## config.mk

```make
export PLATFORM = sky130hd
export DESIGN_NAME = mtc_core
export DESIGN_NICKNAME = d
export VERILOG_FILES = /design/src/include/mtc_pkg.sv /design/src/mtc_core.sv
export SDC_FILE = /design/constraint.sdc
export NUM_CORES = 1
export LEC_CHECK = 0
export BUFFER_PORTS_ARGS = -buffer_cell sky130_fd_sc_hd__buf_2
export CORE_MARGIN = 10
export CORE_UTILIZATION = 44
export DETAILED_ROUTE_END_ITERATION = 6
export PLACE_DENSITY = 0.71
export RECOVER_POWER = 25
export SLEW_MARGIN = 25
export SYNTH_ARGS = -nofsm -noshare
export SYNTH_HDL_FRONTEND = slang
export SYNTH_SLANG_ARGS = --single-unit
```

## constraint.sdc

```tcl
create_clock -name hclk -period 1.9 [get_ports hclk]
set_input_delay 0.095 -clock hclk [delete_from_list [all_inputs] [get_ports hclk]]
set_output_delay 0.095 -clock hclk [all_outputs]
set_load 0.05 [all_outputs]
```

## src/include/mtc_pkg.sv

```systemverilog
// Shared constants, register map and state layout of the modulo timer core.
`default_nettype none
package mtc_pkg;
    // Byte offsets of the registers on the bus.
    localparam logic [7:0] OFF_CTRL_STATUS = 8'h00;
    localparam logic [7:0] OFF_COUNT_HIGH  = 8'h04;
    localparam logic [7:0] OFF_COUNT_LOW   = 8'h08;
    localparam logic [7:0] OFF_LIMIT_HIGH  = 8'h0C;
    localparam logic [7:0] OFF_LIMIT_LOW   = 8'h10;
    localparam logic [7:0] OFF_CHANNEL     = 8'h14;
    // Field positions in timer_control_status.
    localparam int BIT_OVF_FLAG  = 7;
    localparam int BIT_OVF_IE    = 6;
    localparam int BIT_HALT      = 5;
    localparam int BIT_CLEAR     = 4;
    localparam int DIV_LSB       = 0;
    localparam int DIV_W         = 3;
    // Field positions in the channel register.
    localparam int CH_FLAG_LSB   = 0;
    localparam int CH_IE_LSB     = 4;
    localparam int CH_MODE_LSB   = 8;
    localparam int CH0_BUF_BIT   = 12;
    localparam int NUM_CH        = 2;
    // Divider code that selects no clock source.
    localparam logic [2:0] DIV_NONE = 3'h7;
    localparam int PRESC_W = 6;
    localparam logic [15:0] LIMIT_RESET = 16'hFFFF;
    localparam logic [15:0] COUNT_ZERO  = 16'h0000;

    typedef struct packed {
        logic              ovf_flag;
        logic              ovf_ie;
        logic              halt;
        logic [2:0]        div_sel;
        logic              ovf_armed;
        logic [15:0]       count;
        logic [15:0]       limit;
        logic [5:0]        presc;
        logic [7:0]        low_latch;
        logic              latch_held;
        logic              limit_pend;
        logic [1:0]        ch_flag;
        logic [1:0]        ch_armed;
        logic [1:0]        ch_ie;
        logic [1:0]        ch_mode;
        logic              ch0_buf;
        logic [1:0]        cap_s1;
        logic [1:0]        cap_s2;
        logic [1:0]        cap_prev;
        logic              dp_wr;
        logic [7:0]        dp_addr;
        logic [31:0]       rdata;
        logic              rdy;
        logic              irq_ovf;
        logic [1:0]        irq_ch;
        logic              wake;
    } mtc_state_t;

    localparam mtc_state_t STATE_RESET = '{halt: 1'b1, limit: LIMIT_RESET, rdy: 1'b1,
                                           default: '0};
endpackage
`default_nettype wire

```

## src/mtc_core.sv

```systemverilog
// Modulo timer core with AHB-Lite register slave, overflow flag and channel flags.
`default_nettype none
module mtc_core (
    // Clock and reset
    input  wire logic        hclk,
    input  wire logic        hresetn,
    // AHB-Lite slave
    input  wire logic        hsel,
    input  wire logic [31:0] haddr,
    input  wire logic [1:0]  htrans,
    input  wire logic        hwrite,
    input  wire logic [2:0]  hsize,
    input  wire logic [31:0] hwdata,
    input  wire logic        hready,
    output logic             hreadyout,
    output logic [31:0]      hrdata,
    output logic             hresp,
    // System state
    input  wire logic        wait_mode,
    input  wire logic        stop_mode,
    input  wire logic        break_active,
    input  wire logic        break_clear_enable,
    // Channels
    input  wire logic [1:0]  capture_pin,
    input  wire logic [1:0]  compare_hit,
    // Requests
    output logic             overflow_irq,
    output logic [1:0]       channel_irq,
    output logic             wake_request
);
    mtc_pkg::mtc_state_t st_reg;
    mtc_pkg::mtc_state_t st_next;

    logic        acc_ok;
    logic        brk_lock;
    logic        addr_take;
    logic        rd;
    logic        wr_ctrl;
    logic        clr_wr;
    logic        run;
    logic        tick;
    logic        ovf_ev;
    logic        ovf_set;
    logic [1:0]  ch_ev;
    logic [7:0]  rd_addr;

    // A divider code selects a power-of-two mask over the prescaler, which advances only while the timer runs.
    function automatic logic div_tick(input logic [2:0] sel, input logic [5:0] presc);
        logic [6:0] m;
        m = (7'h01 << sel) - 7'h01;
        div_tick = (sel != mtc_pkg::DIV_NONE) && ((presc & m[5:0]) == m[5:0]);
    endfunction

    always_comb begin
        st_next   = st_reg;
        rd_addr   = haddr[7:0];
        acc_ok    = !wait_mode;
        brk_lock  = break_active && !break_clear_enable;
        // Only whole words are moved, so the transfer size is not decoded.
        addr_take = hsel && htrans[1] && hready && acc_ok && (haddr[31:8] == 24'h000000);
        rd        = addr_take && !hwrite;
        st_next.dp_wr   = addr_take && hwrite;
        st_next.dp_addr = rd_addr;
        wr_ctrl   = st_reg.dp_wr && (st_reg.dp_addr == mtc_pkg::OFF_CTRL_STATUS);
        // clear bit is a write strobe only
        clr_wr    = wr_ctrl && hwdata[mtc_pkg::BIT_CLEAR];

        // halt holds count; stop and break freeze it too
        run    = !st_reg.halt && !stop_mode && !break_active;
        tick   = run && div_tick(st_reg.div_sel, st_reg.presc);
        ovf_ev = tick && (st_reg.count == st_reg.limit);
        // no overflow flag while the limit is half written
        ovf_set = ovf_ev && !st_reg.limit_pend;
        if (run) begin
            st_next.presc = st_reg.presc + 6'h01;
        end
        if (tick) begin
            st_next.count = ovf_ev ? mtc_pkg::COUNT_ZERO : st_reg.count + 16'h0001;
        end
        // clear wins over counting; counter zeroed
        if (clr_wr) begin
            st_next.count = mtc_pkg::COUNT_ZERO;
            st_next.presc = '0;
        end

        // Control and status register.
        if (rd && (rd_addr == mtc_pkg::OFF_CTRL_STATUS) && st_reg.ovf_flag && !brk_lock) begin
            st_next.ovf_armed = 1'b1;
        end
        if (wr_ctrl) begin
            st_next.ovf_ie  = hwdata[mtc_pkg::BIT_OVF_IE];
            st_next.halt    = hwdata[mtc_pkg::BIT_HALT];
            st_next.div_sel = hwdata[mtc_pkg::DIV_LSB +: mtc_pkg::DIV_W];
            // clear by write 0 after armed read; allowed unless locked
            if (!hwdata[mtc_pkg::BIT_OVF_FLAG] && st_reg.ovf_armed && !brk_lock) begin
                st_next.ovf_flag  = 1'b0;
                st_next.ovf_armed = 1'b0;
            end
        end
        if (ovf_set) begin
            st_next.ovf_flag  = 1'b1;
            st_next.ovf_armed = 1'b0;
        end

        if (rd && (rd_addr == mtc_pkg::OFF_COUNT_HIGH) && !st_reg.latch_held) begin
            st_next.low_latch  = st_reg.count[7:0];
            st_next.latch_held = 1'b1;
        end
        if (rd && (rd_addr == mtc_pkg::OFF_COUNT_LOW)) begin
            st_next.latch_held = 1'b0;
        end

        // high byte write arms suppression, low byte write releases it
        if (st_reg.dp_wr && (st_reg.dp_addr == mtc_pkg::OFF_LIMIT_HIGH)) begin
            st_next.limit[15:8] = hwdata[7:0];
            st_next.limit_pend  = 1'b1;
        end
        if (st_reg.dp_wr && (st_reg.dp_addr == mtc_pkg::OFF_LIMIT_LOW)) begin
            st_next.limit[7:0] = hwdata[7:0];
            st_next.limit_pend = 1'b0;
        end

        // Capture pins pass two flip-flops before edge detection.
        st_next.cap_s1   = capture_pin;
        st_next.cap_s2   = st_reg.cap_s1;
        st_next.cap_prev = st_reg.cap_s2;
        // A pin edge seen while captures are suppressed is lost, not deferred.
        for (int i = 0; i < mtc_pkg::NUM_CH; i++) begin
            // channel event; captures suppressed while halted or in break
            ch_ev[i] = st_reg.ch_mode[i] ? compare_hit[i]
                     : (st_reg.cap_s2[i] && !st_reg.cap_prev[i] && !st_reg.halt && !break_active);
        end
        if (rd && (rd_addr == mtc_pkg::OFF_CHANNEL) && !brk_lock) begin
            st_next.ch_armed = st_reg.ch_armed | st_reg.ch_flag;
        end
        if (st_reg.dp_wr && (st_reg.dp_addr == mtc_pkg::OFF_CHANNEL)) begin
            st_next.ch_ie   = hwdata[mtc_pkg::CH_IE_LSB +: mtc_pkg::NUM_CH];
            // each channel picks its own function; the channel 0 buffer bit is only stored and read back
            st_next.ch_mode = hwdata[mtc_pkg::CH_MODE_LSB +: mtc_pkg::NUM_CH];
            st_next.ch0_buf = hwdata[mtc_pkg::CH0_BUF_BIT];
            if (!brk_lock) begin
                // channel flags use the same two-step clear
                st_next.ch_flag  = st_reg.ch_flag
                                 & ~(st_reg.ch_armed & ~hwdata[mtc_pkg::CH_FLAG_LSB +: 2]);
                st_next.ch_armed = st_reg.ch_armed & hwdata[mtc_pkg::CH_FLAG_LSB +: 2];
            end
        end
        st_next.ch_flag  = st_next.ch_flag | ch_ev;
        st_next.ch_armed = st_next.ch_armed & ~ch_ev;

        // Read data is driven in the data phase that follows the address phase.
        st_next.rdata = 32'h00000000;
        if (rd) begin
            case (rd_addr)
                mtc_pkg::OFF_CTRL_STATUS: begin
                    st_next.rdata[mtc_pkg::BIT_OVF_FLAG] = st_reg.ovf_flag;
                    st_next.rdata[mtc_pkg::BIT_OVF_IE]   = st_reg.ovf_ie;
                    st_next.rdata[mtc_pkg::BIT_HALT]     = st_reg.halt;
                    st_next.rdata[mtc_pkg::DIV_LSB +: mtc_pkg::DIV_W] = st_reg.div_sel;
                end
                mtc_pkg::OFF_COUNT_HIGH: begin
                    st_next.rdata[7:0] = st_reg.count[15:8];
                end
                mtc_pkg::OFF_COUNT_LOW: begin
                    st_next.rdata[7:0] = st_reg.latch_held ? st_reg.low_latch
                                                           : st_reg.count[7:0];
                end
                mtc_pkg::OFF_LIMIT_HIGH: begin
                    st_next.rdata[7:0] = st_reg.limit[15:8];
                end
                mtc_pkg::OFF_LIMIT_LOW: begin
                    st_next.rdata[7:0] = st_reg.limit[7:0];
                end
                mtc_pkg::OFF_CHANNEL: begin
                    st_next.rdata[mtc_pkg::CH_FLAG_LSB +: 2] = st_reg.ch_flag;
                    st_next.rdata[mtc_pkg::CH_IE_LSB +: 2]   = st_reg.ch_ie;
                    st_next.rdata[mtc_pkg::CH_MODE_LSB +: 2] = st_reg.ch_mode;
                    st_next.rdata[mtc_pkg::CH0_BUF_BIT]      = st_reg.ch0_buf;
                end
                default: begin
                    st_next.rdata = 32'h00000000;
                end
            endcase
        end

        // overflow request; channel requests; any request wakes
        st_next.irq_ovf = st_next.ovf_flag && st_next.ovf_ie;
        st_next.irq_ch  = st_next.ch_flag & st_next.ch_ie;
        st_next.wake    = st_next.irq_ovf || (|st_next.irq_ch);
        // No wait states: every register answers in its own data phase.
        st_next.rdy     = 1'b1;
    end

    always_ff @(posedge hclk or negedge hresetn) begin
        if (!hresetn) begin
            st_reg <= mtc_pkg::STATE_RESET;
        end else begin
            st_reg <= st_next;
        end
    end

    assign hreadyout    = st_reg.rdy;
    assign hrdata       = st_reg.rdata;
    assign hresp        = 1'b0;
    assign overflow_irq = st_reg.irq_ovf;
    assign channel_irq  = st_reg.irq_ch;
    assign wake_request = st_reg.wake;
endmodule
`default_nettype wire

```

==> results.md <==
* Synth warn at 0
* Yosys top cell area share at 0.408
* RePlAce Congestion at around 0.88
* Post-route ant nets at 0
* Required @ worst endpoint at roughly 2100 ps
* Share of cells above drive strength 1 at 0.388
* Clk_skew at 12.9 ps
* Syn Inst Count at 436
* Die height at 124 um
* Number of distinct library cells after synthesis at 52
* RSZ-0062 raised after global routing: yes
* Fmax at between 400 and 500 MHz
* Final hold vios at 0
* Initial antenna violation count at 0
* Failing checks: negative setup slack
* Placed wire-length estimate at slightly below 10 mm
* Finished Cell Area at ~6000 um^2
* First-pass GRT wire length at 20.7 mm
* DR iter-0 viols at 200
* Max reg flops at 75
* Largest net degree at the start of global routing at 42
* Root Buffer Master: clkbuf_8
* Max Cap Viol at 0
* Max Root-Sink Buffers at 2
* CP top delay family: simple AND/OR/NAND/NOR gates
* Drt drc at 0
* Register bit total from synthesis at 94
* Setup slack at placement at -177 ps
* CP endpoint kind: flop
* Final setup fails at 13
* Hold Crit Class: in -> reg
* GRT Residual Overflow at 0
* Vias at 3890
* Later-pin clock latency in the skew report at 370 ps
* Final period utilization at 1.09
* Final worst slack at -163 ps
* N_diodes at 0
* Synth area leader: dfrtp_1
* Slew HR at 0.279
* Sequential cell area at between 2000 and 2500 um^2
* Sequential power share at 0.525
* Num Clock Sinks at between 90 and 100
* Arr. time, crit path at 2310 ps
* Number of global-route vias before repair at 4073
* Top cells by area, synth: dfrtp_1 (41%), dfstp_2 (9.5%), mux2_2 (7.6%)
* Initial Utilization at 0.455
* Total power at 4.39 mW
* CP bufs+invs at 0
* Drt pass-1 iters at 4
* Worst slew pin tran at between 1000 and 1500 ps
* VDD IR max at 0.339 mV
* TritonCTS clock tree: done
* Int Pwr at 3.07 mW
* # H-tree levels at 3
* DR vias/cell at ~5.5
* WS Path Type: reg -> reg
* Leakage power at about 2.7 nW
* Pwr Density at 733 nW/um^2
* IO buf count at between 70 and 80
* Startpoint Class: flop
* Placement Cell Area at 5440 um^2
* Seq/Total Area, Yosys at 0.503
* Most used DFF post-synth: dfrtp_1
* Switch share at 0.301
* Tmin final at 2060 ps
* Critical Path, Cell by Cell: nor4_4, nand3_2, or4b_4, nand2_2, a21boi_2, or3_1
* Slowest stage delay, CP at 570 ps
* TritonCTS buffer count at 9
* Area grow syn2layout at 27.0%
* Io pins at 120
* # rows at 37
* Mean Syn Cell Area at approximately 11 um^2
* Die area at 15300 um^2
* Area of the multi-input gates at between 2000 and 2500 um^2
* Core Area at 10400 um^2
* Psw at roughly 1.3 mW
* Logic gate share of total power at 0.172
* Drt wl/cell at 18.6 um
* Worst-path clk slew at ~90 ps
* Final wirelength at 13.3 mm
* Layout Nets at 656
* Hold Slack at ~23 ps
* Critical path's slowest cell: or4b_4
* Post-synth ARST share at 1.00
* Post-Syn Area at 4720 um^2
* Clock power share at 0.303
* Die X at 124 um
* Post-synth EDFFs at 0
* Gr usage total at 0.173
* Slew Limit Fails at 0
* Filler Cells Inserted at between 800 and 900
* Crit Path Max Fanout at 4
* Final Core Density at 0.578
* Status: finished with violations
[metal layers]
metal / up-vias / part of all wire / global-route usage
met2: 179 / 0.49 / 0.290
met3: 29 / 0.099 / 0.0397
met1: 1877 / 0.39 / 0.209
met4: 0 / 0.023 / 0.0735
li1: 1805 / - / -
met5: - / 0 / 0
[cell usage after synthesis (all sizes together), types with 10 or more instances]
cell / n
dfstp: 17
dfrtp: 77
mux2i: 10
buf: 38
or3: 13
mux2: 32
a21oi: 23
xnor2: 18
nor2: 19
nand2: 36
o21ai: 20
a22oi: 15
nand4: 15
[power by group through the flow]
stage	sequential, mW	clock, mW	combinational (mW)
CTS	2.30	1.35	0.752
global placement	2.33	0	0.679
global route	2.32	1.43	0.843
finish	2.31	1.33	0.753
detailed placement	2.34	0	0.702
floorplan	2.29	0	0.445
[cell families after synthesis]
group                    synth area share
AO/OA/AOI/OAI                       0.112
XOR/XNOR                           0.0427
adder cells (fa/ha/maj)           0.00530
buffers and inverters              0.0721
flip-flops                          0.503
multiplexers                       0.0976
other                             0.00159
AND/OR/NAND/NOR                     0.166
[stage by stage]
stage	setup TNS (ps)	cells
2_1_floorplan	-150	457
3_3_place_gp	-102	670
3_5_place_dp	-428	670
4_1_cts	-957	711
5_1_grt	-2340	713
6_report	-1070	713
[cells in the final DEF, fill, tap and decap left out, types with 10 or more instances in the layout]
cell           synthesis  routed
dlygate4sd3_1          0      19
mux2_2                32      32
o21ai_0               19      19
nand2_1               36      35
mux2i_1               10      10
xnor2_1               18      17
clkbuf_8               0      12
dfstp_2               17      17
a21oi_1               22      15
buf_2                  2      64
nand4_1               15      15
dfrtp_1               77      76
a22oi_1               15      15
buf_4                 36      54
nor2_1                18      18
conb_1                 2      23
[path summary, 6_finish.rpt]
check | endpoint | start | slack [ps] | cells after the start
max in group asynchronous | st_reg[90] | hresetn | 590 | 3
worst min register to register | st_next[46] | st_next[48] | 370 | 0
worst min-delay path | st_reg[55] | hwdata[4] | 20 | 2
worst max register to register | wake_request | st_reg[43] | -160 | 6
min in group asynchronous | st_reg[98] | hresetn | 440 | 2
worst max-delay path | wake_request | st_reg[43] | -160 | 6
[area by class of cell]
| type | instances | share of cell area |
|---|---|---|
| clock buffers | 12 | 0.0276 |
| clock inverters | 4 | 0.00626 |
| inverters | 8 | 0.00501 |
| multi-input cells | 310 | 0.365 |
| flip-flops and latches | 94 | 0.396 |
| well taps | 136 | 0.0284 |
| repair buffers | 149 | 0.171 |
[repair_timing]
item	CTS	global route
hold endpoints to repair	44	0
hold buffers	19	0
pin swaps	7	14
setup buffers	5	3
gates cloned	1	0
resized for setup	11	13
endpoints found under the setup margin	18	19
Note: power is estimated with default switching activity, not from simulation.
